### src/core/adccc_pkg.sv
// package: register map, field positions, reset values, timing counts
// assumes an 8-bit special-register bus from the cpu core
package adccc_pkg;
    localparam logic [7:0] ADDR_REFERENCE_CONTROL = 8'hD1;
    localparam logic [7:0] ADDR_CONVERTER_CONTROL = 8'hE8;
    localparam logic [7:0] ADDR_WINDOW_LOWER      = 8'hC4;
    localparam logic [7:0] ADDR_WINDOW_UPPER      = 8'hC6;
    localparam logic [7:0] ADDR_RESULT            = 8'hBE;
    localparam logic [7:0] RST_CONVERTER_CONTROL  = 8'h00;
    localparam logic [7:0] RST_REFERENCE_CONTROL  = 8'h00;
    localparam logic [7:0] RST_WINDOW_LOWER       = 8'hFF;
    localparam logic [7:0] RST_WINDOW_UPPER       = 8'h00;
    localparam logic [7:0] REF_WRITE_MASK         = 8'h0E;
    localparam int BIT_ENABLE = 7;
    localparam int BIT_TRACK  = 6;
    localparam int BIT_DONE   = 5;
    localparam int BIT_START  = 4;
    localparam int BIT_WINDOW = 3;
    localparam logic [2:0] SRC_SOFTWARE = 3'h0;
    localparam logic [2:0] SRC_TIMER0   = 3'h1;
    localparam logic [2:0] SRC_TIMER2   = 3'h2;
    localparam logic [2:0] SRC_TIMER1   = 3'h3;
    localparam logic [3:0] TRACK_CLOCKS = 4'h3;
    localparam logic [3:0] CONV_CLOCKS  = 4'h8;
    localparam logic [3:0] SAR_DIV      = 4'h4;

    typedef enum logic [1:0] {
        ST_IDLE  = 2'b00,
        ST_TRACK = 2'b01,
        ST_CONV  = 2'b10
    } adccc_state_t;

    typedef struct packed {
        logic       wr;
        logic       rd;
        logic [7:0] addr;
        logic [7:0] wdata;
    } adccc_bus_t;
endpackage

### src/core/adccc_window.sv
// window comparator: flags a result inside or outside the bounds
// assumes result and bounds are stable in the cycle it is sampled
`timescale 1ns/1ps
`default_nettype none
module adccc_window #(
    parameter int W = 8
) (
    input  wire logic [W-1:0] i_result,
    input  wire logic [W-1:0] i_lower,
    input  wire logic [W-1:0] i_upper,
    input  wire logic         i_signed,
    output logic              o_match
);
    // signed view flips the top bit so an unsigned compare works
    wire [W-1:0] r = i_signed ? {~i_result[W-1], i_result[W-2:0]} : i_result;
    wire [W-1:0] lo = i_signed ? {~i_lower[W-1], i_lower[W-2:0]} : i_lower;
    wire [W-1:0] up = i_signed ? {~i_upper[W-1], i_upper[W-2:0]} : i_upper;
    wire above = r > lo;
    wire below = r < up;
    assign o_match = (up > lo) ? (above && below) : (above || below);
endmodule
`default_nettype wire

### src/core/adccc_core.sv
// converter control: control/reference registers, start selection,
// track and convert sequencing, done and window flags
// assumes a synchronous register bus, timer overflow pulses and a sar
// that gives its 8-bit result on i_sar_result at end of conversion
`timescale 1ns/1ps
`default_nettype none
// Overview of operation
// - control register layout, reset to zero
// - software start bit starts conversion, source 000
// - codes 001,010,011 start on timer 0,2,1
// - top bit set starts on pin rising edge
// - low-power mode tracks three clocks then converts, except pin starts, which convert at once
// - each conversion yields an eight-bit result
// - differential mode compares as signed numbers
// - normal bounds: strictly between lower and upper
// - inverted bounds: outside-window detection
module adccc_core
    import adccc_pkg::*;
#(
    parameter int RES_W = 8
) (
    input  wire logic              i_mclk,
    input  wire logic              i_rstn,
    input  wire adccc_pkg::adccc_bus_t i_bus,
    output logic [7:0]             o_rdata,
    input  wire logic              i_timer0_ovf,
    input  wire logic              i_timer1_ovf,
    input  wire logic              i_timer2_ovf,
    input  wire logic              i_external_start_pin,
    input  wire logic              i_differential,
    input  wire logic [RES_W-1:0]  i_sar_result,
    output logic                   o_tracking,
    output logic                   o_converting,
    output logic                   o_sar_clk_en,
    output logic [7:0]             o_reference_control
);
    import adccc_pkg::*;

    adccc_state_t     state_q, state_d;
    logic [7:0]       ctrl_q, refc_q, lower_q, upper_q;
    logic [RES_W-1:0] result_q;
    logic [3:0]       div_q, cnt_q;
    logic             pin_q, busy_q, track_q, conv_q, sclk_q;
    logic [7:0]       rdata_q;

    wire enable   = ctrl_q[BIT_ENABLE];
    wire low_pwr  = ctrl_q[BIT_TRACK];
    wire [2:0] src = ctrl_q[2:0];
    wire sar_tick = (div_q == SAR_DIV - 4'h1);

    wire wr_ctrl  = i_bus.wr && (i_bus.addr == ADDR_CONVERTER_CONTROL);
    wire wr_ref   = i_bus.wr && (i_bus.addr == ADDR_REFERENCE_CONTROL);
    wire wr_lower = i_bus.wr && (i_bus.addr == ADDR_WINDOW_LOWER);
    wire wr_upper = i_bus.wr && (i_bus.addr == ADDR_WINDOW_UPPER);

    wire pin_rise = i_external_start_pin && !pin_q;
    wire sw_start = wr_ctrl && i_bus.wdata[BIT_START];
    wire trig =
        (src == SRC_SOFTWARE) ? sw_start :
        (src == SRC_TIMER0)   ? i_timer0_ovf :
        (src == SRC_TIMER2)   ? i_timer2_ovf :
        (src == SRC_TIMER1)   ? i_timer1_ovf : pin_rise;
    wire pin_mode  = src[2];
    wire start_ok  = enable && trig && (state_q == ST_IDLE);
    wire conv_end  = (state_q == ST_CONV) && sar_tick
                     && (cnt_q == CONV_CLOCKS - 4'h1);
    wire track_end = (state_q == ST_TRACK) && sar_tick
                     && (cnt_q == TRACK_CLOCKS - 4'h1);

    logic win_match;
    adccc_window #(.W(RES_W)) u_window (
        .i_result (i_sar_result),
        .i_lower  (lower_q),
        .i_upper  (upper_q),
        .i_signed (i_differential),
        .o_match  (win_match)
    );

    // low-power pin mode starts conversion directly: tracking was pin-low
    always_comb begin
        state_d = state_q;
        case (state_q)
            ST_IDLE: begin
                if (start_ok) begin
                    if (low_pwr && !pin_mode) begin
                        state_d = ST_TRACK;
                    end else begin
                        state_d = ST_CONV;
                    end
                end
            end
            ST_TRACK: begin
                if (!enable) begin
                    state_d = ST_IDLE;
                end else if (track_end) begin
                    state_d = ST_CONV;
                end
            end
            ST_CONV: begin
                if (!enable || conv_end) begin
                    state_d = ST_IDLE;
                end
            end
            default: state_d = ST_IDLE;
        endcase
    end

    // sar clock divider restarts at each phase change
    always_ff @(posedge i_mclk or negedge i_rstn) begin
        if (!i_rstn) begin
            div_q <= 4'h0;
            cnt_q <= 4'h0;
        end else if (state_d != state_q) begin
            div_q <= 4'h0;
            cnt_q <= 4'h0;
        end else if (sar_tick) begin
            div_q <= 4'h0;
            cnt_q <= cnt_q + 4'h1;
        end else begin
            div_q <= div_q + 4'h1;
        end
    end

    always_ff @(posedge i_mclk or negedge i_rstn) begin
        if (!i_rstn) begin
            state_q <= ST_IDLE;
            pin_q   <= 1'b0;
        end else begin
            state_q <= state_d;
            pin_q   <= i_external_start_pin;
        end
    end

    // hardware set wins over software clear on the flags
    wire done_d = conv_end ||
        (wr_ctrl ? i_bus.wdata[BIT_DONE] : ctrl_q[BIT_DONE]);
    wire win_d = (conv_end && win_match) ||
        (wr_ctrl ? i_bus.wdata[BIT_WINDOW] : ctrl_q[BIT_WINDOW]);
    wire [7:0] ctrl_d = wr_ctrl
        ? {i_bus.wdata[7:6], done_d, 1'b0, win_d, i_bus.wdata[2:0]}
        : {ctrl_q[7:6], done_d, 1'b0, win_d, ctrl_q[2:0]};

    always_ff @(posedge i_mclk or negedge i_rstn) begin
        if (!i_rstn) begin
            ctrl_q <= RST_CONVERTER_CONTROL;
            refc_q <= RST_REFERENCE_CONTROL;
        end else begin
            ctrl_q <= ctrl_d;
            if (wr_ref) begin
                refc_q <= i_bus.wdata & REF_WRITE_MASK;
            end
        end
    end

    always_ff @(posedge i_mclk or negedge i_rstn) begin
        if (!i_rstn) begin
            lower_q  <= RST_WINDOW_LOWER;
            upper_q  <= RST_WINDOW_UPPER;
            result_q <= '0;
        end else begin
            if (wr_lower) begin
                lower_q <= i_bus.wdata;
            end
            if (wr_upper) begin
                upper_q <= i_bus.wdata;
            end
            if (conv_end) begin
                result_q <= i_sar_result;
            end
        end
    end

    // start bit reads as busy state
    wire [7:0] ctrl_rd = {ctrl_q[7:5], state_q != ST_IDLE, ctrl_q[3:0]};
    wire [7:0] rd_mux =
        (i_bus.addr == ADDR_CONVERTER_CONTROL) ? ctrl_rd :
        (i_bus.addr == ADDR_REFERENCE_CONTROL) ? refc_q :
        (i_bus.addr == ADDR_WINDOW_LOWER)      ? lower_q :
        (i_bus.addr == ADDR_WINDOW_UPPER)      ? upper_q :
        (i_bus.addr == ADDR_RESULT)            ? result_q : 8'h00;

    // in normal mode tracking runs whenever enabled and not converting
    wire trk_d = enable && ((state_d == ST_TRACK) ||
        (!low_pwr && state_d == ST_IDLE) ||
        (low_pwr && pin_mode && state_d == ST_IDLE
         && !i_external_start_pin));

    always_ff @(posedge i_mclk or negedge i_rstn) begin
        if (!i_rstn) begin
            rdata_q <= 8'h00;
            track_q <= 1'b0;
            conv_q  <= 1'b0;
            sclk_q  <= 1'b0;
            busy_q  <= 1'b0;
        end else begin
            rdata_q <= i_bus.rd ? rd_mux : 8'h00;
            track_q <= trk_d;
            conv_q  <= (state_d == ST_CONV);
            sclk_q  <= sar_tick && (state_q != ST_IDLE);
            busy_q  <= (state_d != ST_IDLE);
        end
    end

    assign o_rdata             = rdata_q;
    assign o_tracking          = track_q;
    assign o_converting        = conv_q;
    assign o_sar_clk_en        = sclk_q;
    assign o_reference_control = refc_q;

    // counts cycles spent tracking, for the track length check
    logic [4:0] trk_cyc_q;
    always_ff @(posedge i_mclk or negedge i_rstn) begin
        if (!i_rstn) begin
            trk_cyc_q <= 5'h00;
        end else if (state_q == ST_TRACK) begin
            trk_cyc_q <= trk_cyc_q + 5'h01;
        end else begin
            trk_cyc_q <= 5'h00;
        end
    end

    a_disabled_idle: assert property (@(posedge i_mclk) disable iff (!i_rstn)
        !enable |=> !busy_q) else $error("conversion while disabled");
    a_done_sets: assert property (@(posedge i_mclk) disable iff (!i_rstn)
        conv_end |=> ctrl_q[BIT_DONE]) else $error("done not set");
    a_track_len: assert property (
        @(posedge i_mclk) disable iff (!i_rstn)
        (state_q == ST_TRACK && state_d == ST_CONV)
        |-> trk_cyc_q == 5'(TRACK_CLOCKS * SAR_DIV - 4'h1))
        else $error("track length wrong");
    a_track_conv: assert property (@(posedge i_mclk) disable iff (!i_rstn)
        track_end |=> state_q == ST_CONV) else $error("no convert");
    a_sw_start: assert property (@(posedge i_mclk) disable iff (!i_rstn)
        (enable && !low_pwr && src == SRC_SOFTWARE && sw_start
         && state_q == ST_IDLE) |=> state_q == ST_CONV)
        else $error("sw start lost");
    a_timer_start: assert property (@(posedge i_mclk) disable iff (!i_rstn)
        (enable && !low_pwr && src == SRC_TIMER2 && i_timer2_ovf
         && state_q == ST_IDLE) |=> state_q == ST_CONV)
        else $error("timer start lost");
    a_pin_start: assert property (@(posedge i_mclk) disable iff (!i_rstn)
        (enable && pin_mode && pin_rise && state_q == ST_IDLE)
        |=> state_q == ST_CONV) else $error("pin start lost");
    a_result_cap: assert property (@(posedge i_mclk) disable iff (!i_rstn)
        conv_end |=> result_q == $past(i_sar_result))
        else $error("result not captured");
    a_window_set: assert property (@(posedge i_mclk) disable iff (!i_rstn)
        (conv_end && win_match) |=> ctrl_q[BIT_WINDOW])
        else $error("window flag not set");
    a_ctrl_reset: assert property (@(posedge i_mclk)
        !i_rstn |-> ctrl_q == 8'h00) else $error("ctrl reset");
endmodule
`default_nettype wire

### config.mk
export PLATFORM = sky130hd
export DESIGN_NAME = adccc_core
export DESIGN_NICKNAME = d
export VERILOG_FILES = /design/src/core/adccc_pkg.sv /design/src/core/adccc_window.sv /design/src/core/adccc_core.sv
export SDC_FILE = /design/constraint.sdc
export NUM_CORES = 1
export LEC_CHECK = 0
export ABC_AREA = 1
export BUFFER_PORTS_ARGS = -buffer_cell sky130_fd_sc_hd__buf_2
export CAP_MARGIN = 10
export CORE_MARGIN = 2
export CORE_UTILIZATION = 31
export DETAILED_ROUTE_END_ITERATION = 8
export SKIP_LAST_GASP = 1
export SLEW_MARGIN = 20
export SYNTH_ARGS = -nofsm -noshare
export SYNTH_HDL_FRONTEND = slang
export SYNTH_SLANG_ARGS = --single-unit
### constraint.sdc
create_clock -name i_mclk -period 3.85 [get_ports i_mclk]
set_input_delay 0.385 -clock i_mclk [delete_from_list [all_inputs] [get_ports i_mclk]]
set_output_delay 0.385 -clock i_mclk [all_outputs]
set_load 0.02 [all_outputs]
; Word level (Yosys, flattened, before mapping)
; Index checks and enable logic that the tools add are counted.
[word_totals]
ff_bits = 57
inputBits = 33
output_inout_bits = 19
word_cells = 101
[op_classes]
n_addsub = 2
magnitude_cmp = 3
n_eq_ne = 16
mux = 26
bitwise = 3
reduce_logical = 37
[op_table]
columns = cell, count
row1 = 2-to-1 mux 8 bit, 9
row2 = == test 8 bit (second input constant), 5
row3 = logical AND 1 bit, 21
row4 = greater-than comparator 8 bit, 2
row5 = 2-to-1 mux 4 bit, 4
row6 = 2-to-1 mux 2 bit, 5
row7 = adder 4 x 1 -> 4 bit (second input constant), 2
row8 = == test 4 x 2 -> 1 bit (second input constant), 2
row9 = less-than comparator 8 bit, 1
row10 = 2-to-1 mux 1 bit, 7
row11 = == test 3 x 2 -> 1 bit (second input constant), 2
row12 = logical OR 1 bit, 6
row13 = one-hot mux 2 bit (3 select lines), 1
row14 = zero test 1 bit, 5
row15 = == test 2 x 1 -> 1 bit (second input constant), 2
row16 = == test 2 bit (second input constant), 2
row17 = == test 4 x 3 -> 1 bit (second input constant), 1
row18 = zero test 2 bit, 2
row19 = nonzero test 2 bit, 2
row20 = == test 3 x 1 -> 1 bit (second input constant), 1
row21 = zero test 3 bit, 1
row22 = NOT 1 bit, 3
row23 = != test 2 bit, 1

; Depth between registers and ports, before layout
; Gate-level depths: netlist of run 1.
[logic_depth]
ltp_word = 15
depth_mapped = 12
mapped_depth_nobuf = 12

; Modules after synthesis
; Synthesis of run 1 repeated with hierarchy kept, for this count alone.
[hier_totals]
hier_cells = 416
hier_area_um2 = 3278.1
[modules_own_cells]
columns = module, instances, cells_per_inst, area_each_um2, seq_area_each_um2
row1 = adccc_core, 1, 306, 2610.0, 1411.4
row2 = adccc_window, 1, 110, 668.1, 0.0

; Worst setup path after synthesis of run 1
; No wires, ideal clock.
[synth_timing]
kind = register to register
startpoint = register lower_q[5]
endpoint = register ctrl_q[3]
setup_time_ns = 0.065
arrival_time_ns = 1.529
required_ns = 3.785
slack_ns = 2.256
path_stages_with_launch = 12
path_buffers = 0
synth_period_minus_slack_ns = 1.594
path_cell_list = dfstp_2 > inv_1 > ha_1 > a21oi_1 > nor2_1 > o21ai_0 > nand3_1 > o21ai_1 > nor2_1 > nor2_1 > nand2_1 > nand2_1
[synth_between]
elab_chain_cells = 6
word_cells_on_any_way = 8
classes_between = order compare: 2 / mux: 2 / reduce/logical: 4
[synth_lines]
columns = element, line_no
row1 = from (decl), adccc_core.sv:40  ; logic [7:0] ctrl_q, refc_q, lower_q, upper_q;
row2 = from (signal assigned), adccc_core.sv:162  ; lower_q <= i_bus.wdata;
row3 = 2-to-1 mux 8 bit *, adccc_window.sv:16  ; wire [W-1:0] lo = i_signed ? {~i_lower[W-1], i_lower[W-2:0]} : i_lower;
row4 = greater-than comparator 8 bit, adccc_window.sv:18  ; wire above = r > lo;
row5 = logical OR 1 bit / logical AND 1 bit (equally long branches), adccc_window.sv:20  ; assign o_match = (up > lo) ? (above && below) : (above || below);
row6 = 2-to-1 mux 1 bit *, adccc_window.sv:20
row7 = logical AND 1 bit *, adccc_core.sv:137  ; wire win_d = (conv_end && win_match) ||
row8 = logical OR 1 bit *, adccc_core.sv:137
row9 = net win_d, adccc_core.sv:137
row10 = to (signal assigned), adccc_core.sv:148  ; ctrl_q <= ctrl_d;
row11 = to (decl), adccc_core.sv:40
; Mark *: on every way through the listed nets, which the timed path passes. The rest lies on a longest branch.
; A chain may end at the register's enable or synchronous reset.

; Worst setup path in the final report of run 1
[layout_timing]
startpoint = register div_q[0]
endpoint = register cnt_q[2]
[layout_between]
elab_chain_cells = 8
word_cells_on_any_way = 13
classes_between = eq/ne: 2 / mux: 5 / reduce/logical: 6
[layout_lines]
columns = element, line_no
row1 = from (decl), adccc_core.sv:42  ; logic [3:0] div_q, cnt_q;
row2 = from (signal assigned), adccc_core.sv:120  ; div_q <= div_q + 4'h1;
row3 = == test 4 x 2 -> 1 bit *, adccc_core.sv:49  ; wire sar_tick = (div_q == SAR_DIV - 4'h1);
row4 = "logical AND 1 bit, on equally long branches", "adccc_core.sv:67, adccc_core.sv:65"
row5 = "logical AND 1 bit, on equally long branches", "adccc_core.sv:68, adccc_core.sv:66"
row6 = 2-to-1 mux 2 bit / logical OR 1 bit (equally long branches), "adccc_core.sv:95, adccc_core.sv:100"
row7 = "2-to-1 mux 2 bit, on equally long branches", "adccc_core.sv:93, adccc_core.sv:100"
row8 = one-hot mux 2 bit (3 select lines), adccc_core.sv:82  ; case (state_q)
row9 = != test 2 bit, adccc_core.sv:113  ; end else if (state_d != state_q) begin
row10 = 2-to-1 mux 4 bit / nonzero test 2 bit (equally long branches), -
row11 = to (signal assigned), adccc_core.sv:118  ; cnt_q <= cnt_q + 4'h1;
row12 = to (decl), adccc_core.sv:42
; Mark *: on every way between the ends. The rest lies on a longest branch, timed or not.

==> results of run 1 <==
[critical path: cells and delay by family, from the launching register on]
| family | cells | cell delay [ns] |
|---|---|---|
| AND/OR/NAND/NOR | 9 | 0.96 |
| adder cells (fa/ha/maj) | 1 | 0.27 |
| buffers and inverters | 1 | 0.06 |
| flip-flops | 1 | 0.38 |
[layout make-up]
type,count,area [um^2]
clock buffer,6,82.6
clock inverter,2,10.0
fill,1112,6610
inverter,63,236
multi-input combinational,283,1610
sequential,56,1410
tap,136,170
timing repair buffer,47,238
[logic make-up after synthesis]
family / after synthesis / share of synthesized area
AOI/OAI and AO/OA: 83 / 0.135
xor gates and xnor gates: 9 / 0.0261
adders and majority gates: 23 / 0.0869
buffers and inverters: 74 / 0.0915
DFF: 56 / 0.426
other: 1 / 0.00113
and+or+nand+nor: 163 / 0.234
[state kept, by name, indices dropped and copies added, names as in the netlist]
signal and count:
lower_q 8, o_rdata 8, result_q 8, upper_q 8, ctrl_q 7, cnt_q 4, div_q 4, o_reference_control 3
state_q 2, o_converting 1, o_sar_clk_en 1, o_tracking 1, pin_q 1
[Yosys cell counts (all sizes together) (2+ instances only)]
| cell type | count | area (um^2) |
|---|---|---|
| a21oi | 25 | 125 |
| a221oi | 2 | 17.5 |
| buf | 10 | 62.6 |
| dfrtp | 48 | 1200 |
| dfstp | 8 | 210 |
| ha | 23 | 288 |
| inv | 62 | 233 |
| nand2 | 93 | 379 |
| nand3 | 14 | 97.6 |
| nand4 | 7 | 50.1 |
| nor2 | 40 | 175 |
| nor3 | 6 | 52.6 |
| o211ai | 4 | 30.0 |
| o21ai | 46 | 230 |
| o22ai | 2 | 12.5 |
| xnor2 | 3 | 33.8 |
| xor2 | 6 | 52.6 |
[worst min-delay path by stage]
stage,start,to,slack (ns)
after global placement,i_rstn,o_reference_control[1],0.38
after detailed placement,i_rstn,o_reference_control[2],0.39
after CTS,i_rstn,o_reference_control[2],0.05
after floorplan,i_rstn,cnt_q[0],0.09
after global routing,i_rstn,o_reference_control[2],0.06
final,i_rstn,o_reference_control[2],0.03
[stage by stage]
stage | std cells | hold WS, ns | worst slack [ns]
finish | 593 | 0.0324 | 2.11
floorplan | 413 | 0.0894 | 2.26
detailed placement | 585 | 0.389 | 1.84
global placement | 585 | 0.383 | 1.86
global route | 593 | 0.0631 | 1.88
CTS | 593 | 0.0531 | 2.07
[power by group through the flow]
| stage | clock, uW | sequential [uW] | combinational [uW] |
|---|---|---|---|
| after floorplan | 0 | 702 | 207 |
| after global placement | 0 | 712 | 271 |
| after detailed placement | 0 | 713 | 282 |
| after CTS | 341 | 702 | 284 |
| after global routing | 364 | 711 | 325 |
| final | 333 | 701 | 279 |
[layer usage]
layer | vias to the layer above | wire length, um
met2 | 63 | 3830
met3 | 12 | 358
met4 | 0 | 125
met1 | 1286 | 3540
li1 | 1408 | -
met5 | - | 0
==> metrics.cfg, run 1 <==
[synth]
synth.cell_area_mm2=0.00331
synthCells=409
synthFlopType=dfrtp_1
synthDistinctLibCells=38
yosys_warnings=0
seq_area_frac_synth=0.426
synth-edff-count=0
avgSynthCellArea_um2=8.09
async_reset_ff_frac=1.00
ys_seq_elements=56

[placed_design]
place_area_mm2=0.00367
hpwlAfterDp_um=6160
io_buffers=46
gp_congestion=0.813

[timing]
slew_viol_final=0
fin_crit_ns=1.74
hold_viol=0
setup_tns_ns=0
setup_viol=0
skew_ns=0.00553
period_share=0.452
rsz0062_at_grt=no
max_freq_mhz=574

[clocking]
post_cts_buffers=0
worstSkewPairLatency_ns=0.31
cts.sinks=56
cts_tree=built
clkSlewWorstSetupHoldPaths_ns=0.10
cts-root-buf=clkbuf_8
cts_resized=0
htreeDepth=2
ctsHoldBuffers=0
cts_made_buffers=5
cts_buffer_depth=2

[routing]
drt_iter0_drc=190
viasPerCell=4.67
dr.pass1.iters=4
drt-total-wl_um=7860
ant_nets=0
vias=2769
wl_per_cell_um=13.2
drc=0

[critical_path]
r2r_cells=11
arrival_ns=1.99
critical_path.max_stage_delay_ns=0.38
crit_slowest_cell=dfrtp_1
endpoint_kind=register
crit_chain=ha_1, nand4_2, nor2_2, nand2_4, nand3_4, nand2_2, inv_2, nand3_2, nand2_2, nand2_4, nor2_2
rr_endpoint=cnt_q[2]
critPathCapture=cnt_q[2]
r2r-start=div_q[0]
critPathMaxFanout=19
worstPathRequired_ns=4.10
cp-startpoint=div_q[0]
start_kind=register
path_class=register to register
r2r_slack_ns=2.11

[pwr]
fin_total_pwr_uw=1310
p_leak_uw=0.00191
power_frac_clock=0.254
power.switching_uw=405
vdd_drop_max_v=0.000200
switching_share=0.309
p_per_area_mw_per_mm2=349
comb_power_share=0.212
seq_power_share=0.534
p_int_uw=908

[floorplanning]
ios=52
die_area_mm2=0.0115
die_h_um=107
core_area_mm2=0.0104
initial_utilization=0.319
rows=37
die_w_um=107

[final_layout]
antenna_cells=0
post-route-util=0.363
final_cell_mix=85 x nand2_1, 53 x inv_1, 48 x dfrtp_1, 46 x buf_2, 32 x o21ai_1
area_delta_synth_final_pct=13.6
mostFrequentLayoutCell=nand2_1
fin_nets=512
fin_area_mm2=0.00376
drive_gt1_frac=0.214

[worst_hold_path]
hold_class=input port to async pin

[global_route]
met2_usage=0.251
grt_pass1_vias=2742
overflow=0
grt_usage=0.143
top_usage_layer=met2
grt_first_pass_wirelength_um=13100
grt_max_degree=36
antenna_found_initial=0
grt_use_met1=0.183
grt.met3_usage=0.0212

[job]
max_cap_viol_count=0

[outcome]
outcome=completed

Note: power is estimated with default switching activity, not from simulation.
==> run 2: changes to the inputs <==
==> constraint.sdc (replaced) <==
create_clock -name i_mclk -period 1.7 [get_ports i_mclk]
set_input_delay 0.17 -clock i_mclk [delete_from_list [all_inputs] [get_ports i_mclk]]
set_output_delay 0.17 -clock i_mclk [all_outputs]
set_load 0.02 [all_outputs]
==> metrics.cfg, run 2 (synthesized netlist as in run 1, its figures left out) <==
[routing]
dr.pass1.iters=4
drc=0
wl_per_cell_um=13.5
viasPerCell=4.63
drt_iter0_drc=157
ant_nets=0
drt-total-wl_um=8210
vias=2815

[clocking]
cts_made_buffers=5
cts_tree=built
htreeDepth=2
cts.sinks=56
clkSlewWorstSetupHoldPaths_ns=0.10
cts_buffer_depth=2
cts-root-buf=clkbuf_8
worstSkewPairLatency_ns=0.31

[pwr]
p_leak_uw=0.00199
seq_power_share=0.516
p_int_uw=2110
vdd_drop_max_v=0.000328
p_per_area_mw_per_mm2=760
comb_power_share=0.244
switching_share=0.319
power_frac_clock=0.240
power.switching_uw=986

[critical_path]
cp-startpoint=lower_q[2]
start_kind=register
arrival_ns=1.89
endpoint_kind=register
critPathMaxFanout=3
worstPathRequired_ns=1.91
r2r-start=lower_q[2]
path_class=register to register

[worst_hold_path]
hold_class=input port to register
hold_start=i_bus[7]

[floorplanning]
die_area_mm2=0.0115
die_h_um=107
die_w_um=107
initial_utilization=0.319
rows=37
ios=52
core_area_mm2=0.0104

[timing]
rsz0062_at_grt=yes
hold_viol=0
setup_viol=0
setup_tns_ns=0
skew_ns=0.0100
fin_crit_ns=1.68
slew_viol_final=0
period_share=0.986
fin_ws_ns=0.0242
max_freq_mhz=597

[job]
max_cap_viol_count=0

[global_route]
grt_max_degree=28
overflow=0
antenna_found_initial=0
grt_pass1_vias=2847
grt_usage=0.144
grt_first_pass_wirelength_um=13200

[placed_design]
hpwlAfterDp_um=6260
place_area_mm2=0.00374
dpl_worst_slack_ns=-0.0305
gp_congestion=0.789
io_buffers=46

[final_layout]
drive_gt1_frac=0.297
antenna_cells=0
post-route-util=0.392
mostFrequentLayoutCell=nand2_1
fin_area_mm2=0.00407
area_delta_synth_final_pct=22.9
fin_nets=527
final_cell_mix=83 x nand2_1, 47 x inv_1, 47 x dfrtp_1, 46 x buf_2, 32 x o21ai_1

[outcome]
outcome=completed

-- run 2: final timing paths --
check / end / slack, ns / depth (start not counted)
min in group asynchronous: o_reference_control[2] / 0.29 / 2
max in group asynchronous: state_q[0] / 0.87 / 3
hold reg to reg: lower_q[2] / 0.50 / 2
setup reg to reg: ctrl_q[3] / 0.02 / 11
setup / recovery: ctrl_q[3] / 0.02 / 11
hold / removal: lower_q[7] / 0.12 / 3
-- run 2: cell type report --
class | count | area, um^2
clock buffer | 6 | 72.6
multi-input combinational | 283 | 1790
inverter | 63 | 241
timing repair buffer | 62 | 368
fill | 1059 | 6300
clock inverter | 2 | 16.3
tap | 136 | 170
sequential | 56 | 1410
-- run 2: per-stage QoR --
step | hold WS [ns] | power, uW | cells
2_1_floorplan | -0.126 | 2060 | 413
3_3_place_gp | 0.0975 | 2230 | 593
3_5_place_dp | 0.0972 | 2250 | 593
4_1_cts | 0.115 | 3020 | 605
5_1_grt | 0.140 | 3300 | 608
6_report | 0.117 | 3090 | 608
-- run 2: timing repair --
item | in CTS | in global routing
pin swaps | 3 | 12
hold buffers | 2 | 0
buffers inserted | 2 | 3
endpoints found under the setup margin | 1 | 9
hold endpoints to repair | 13 | 0
gates resized for setup | 5 | 32
-- run 2: metal layers --
metal	up-vias	track usage	routed length, um
li1	1437	-	-
met1	1324	0.176	3670
met2	50	0.270	4160
met3	4	0.0163	322
met4	0	0.0302	62
met5	-	0	0
-- run 2: power groups by stage --
stage               Sequential, uW  Combinational, uW  Clock [uW]
finish                        1600                753         743
detailed placement            1610                642           0
global placement              1610                623           0
CTS                           1590                659         774
global route                  1610                872         811
floorplan                     1590                470           0
-- run 2: critical path, stage by stage (launching register included) --
cell and delay [ns]:
dfstp_2 0.56, inv_2 0.06, ha_1 0.28, nand2_2 0.06
o21ai_2 0.12, nand2_1 0.06, nand3_1 0.10, o21ai_2 0.07
nor2_1 0.10, nor2_1 0.04, nand2_1 0.07, nand2_1 0.05
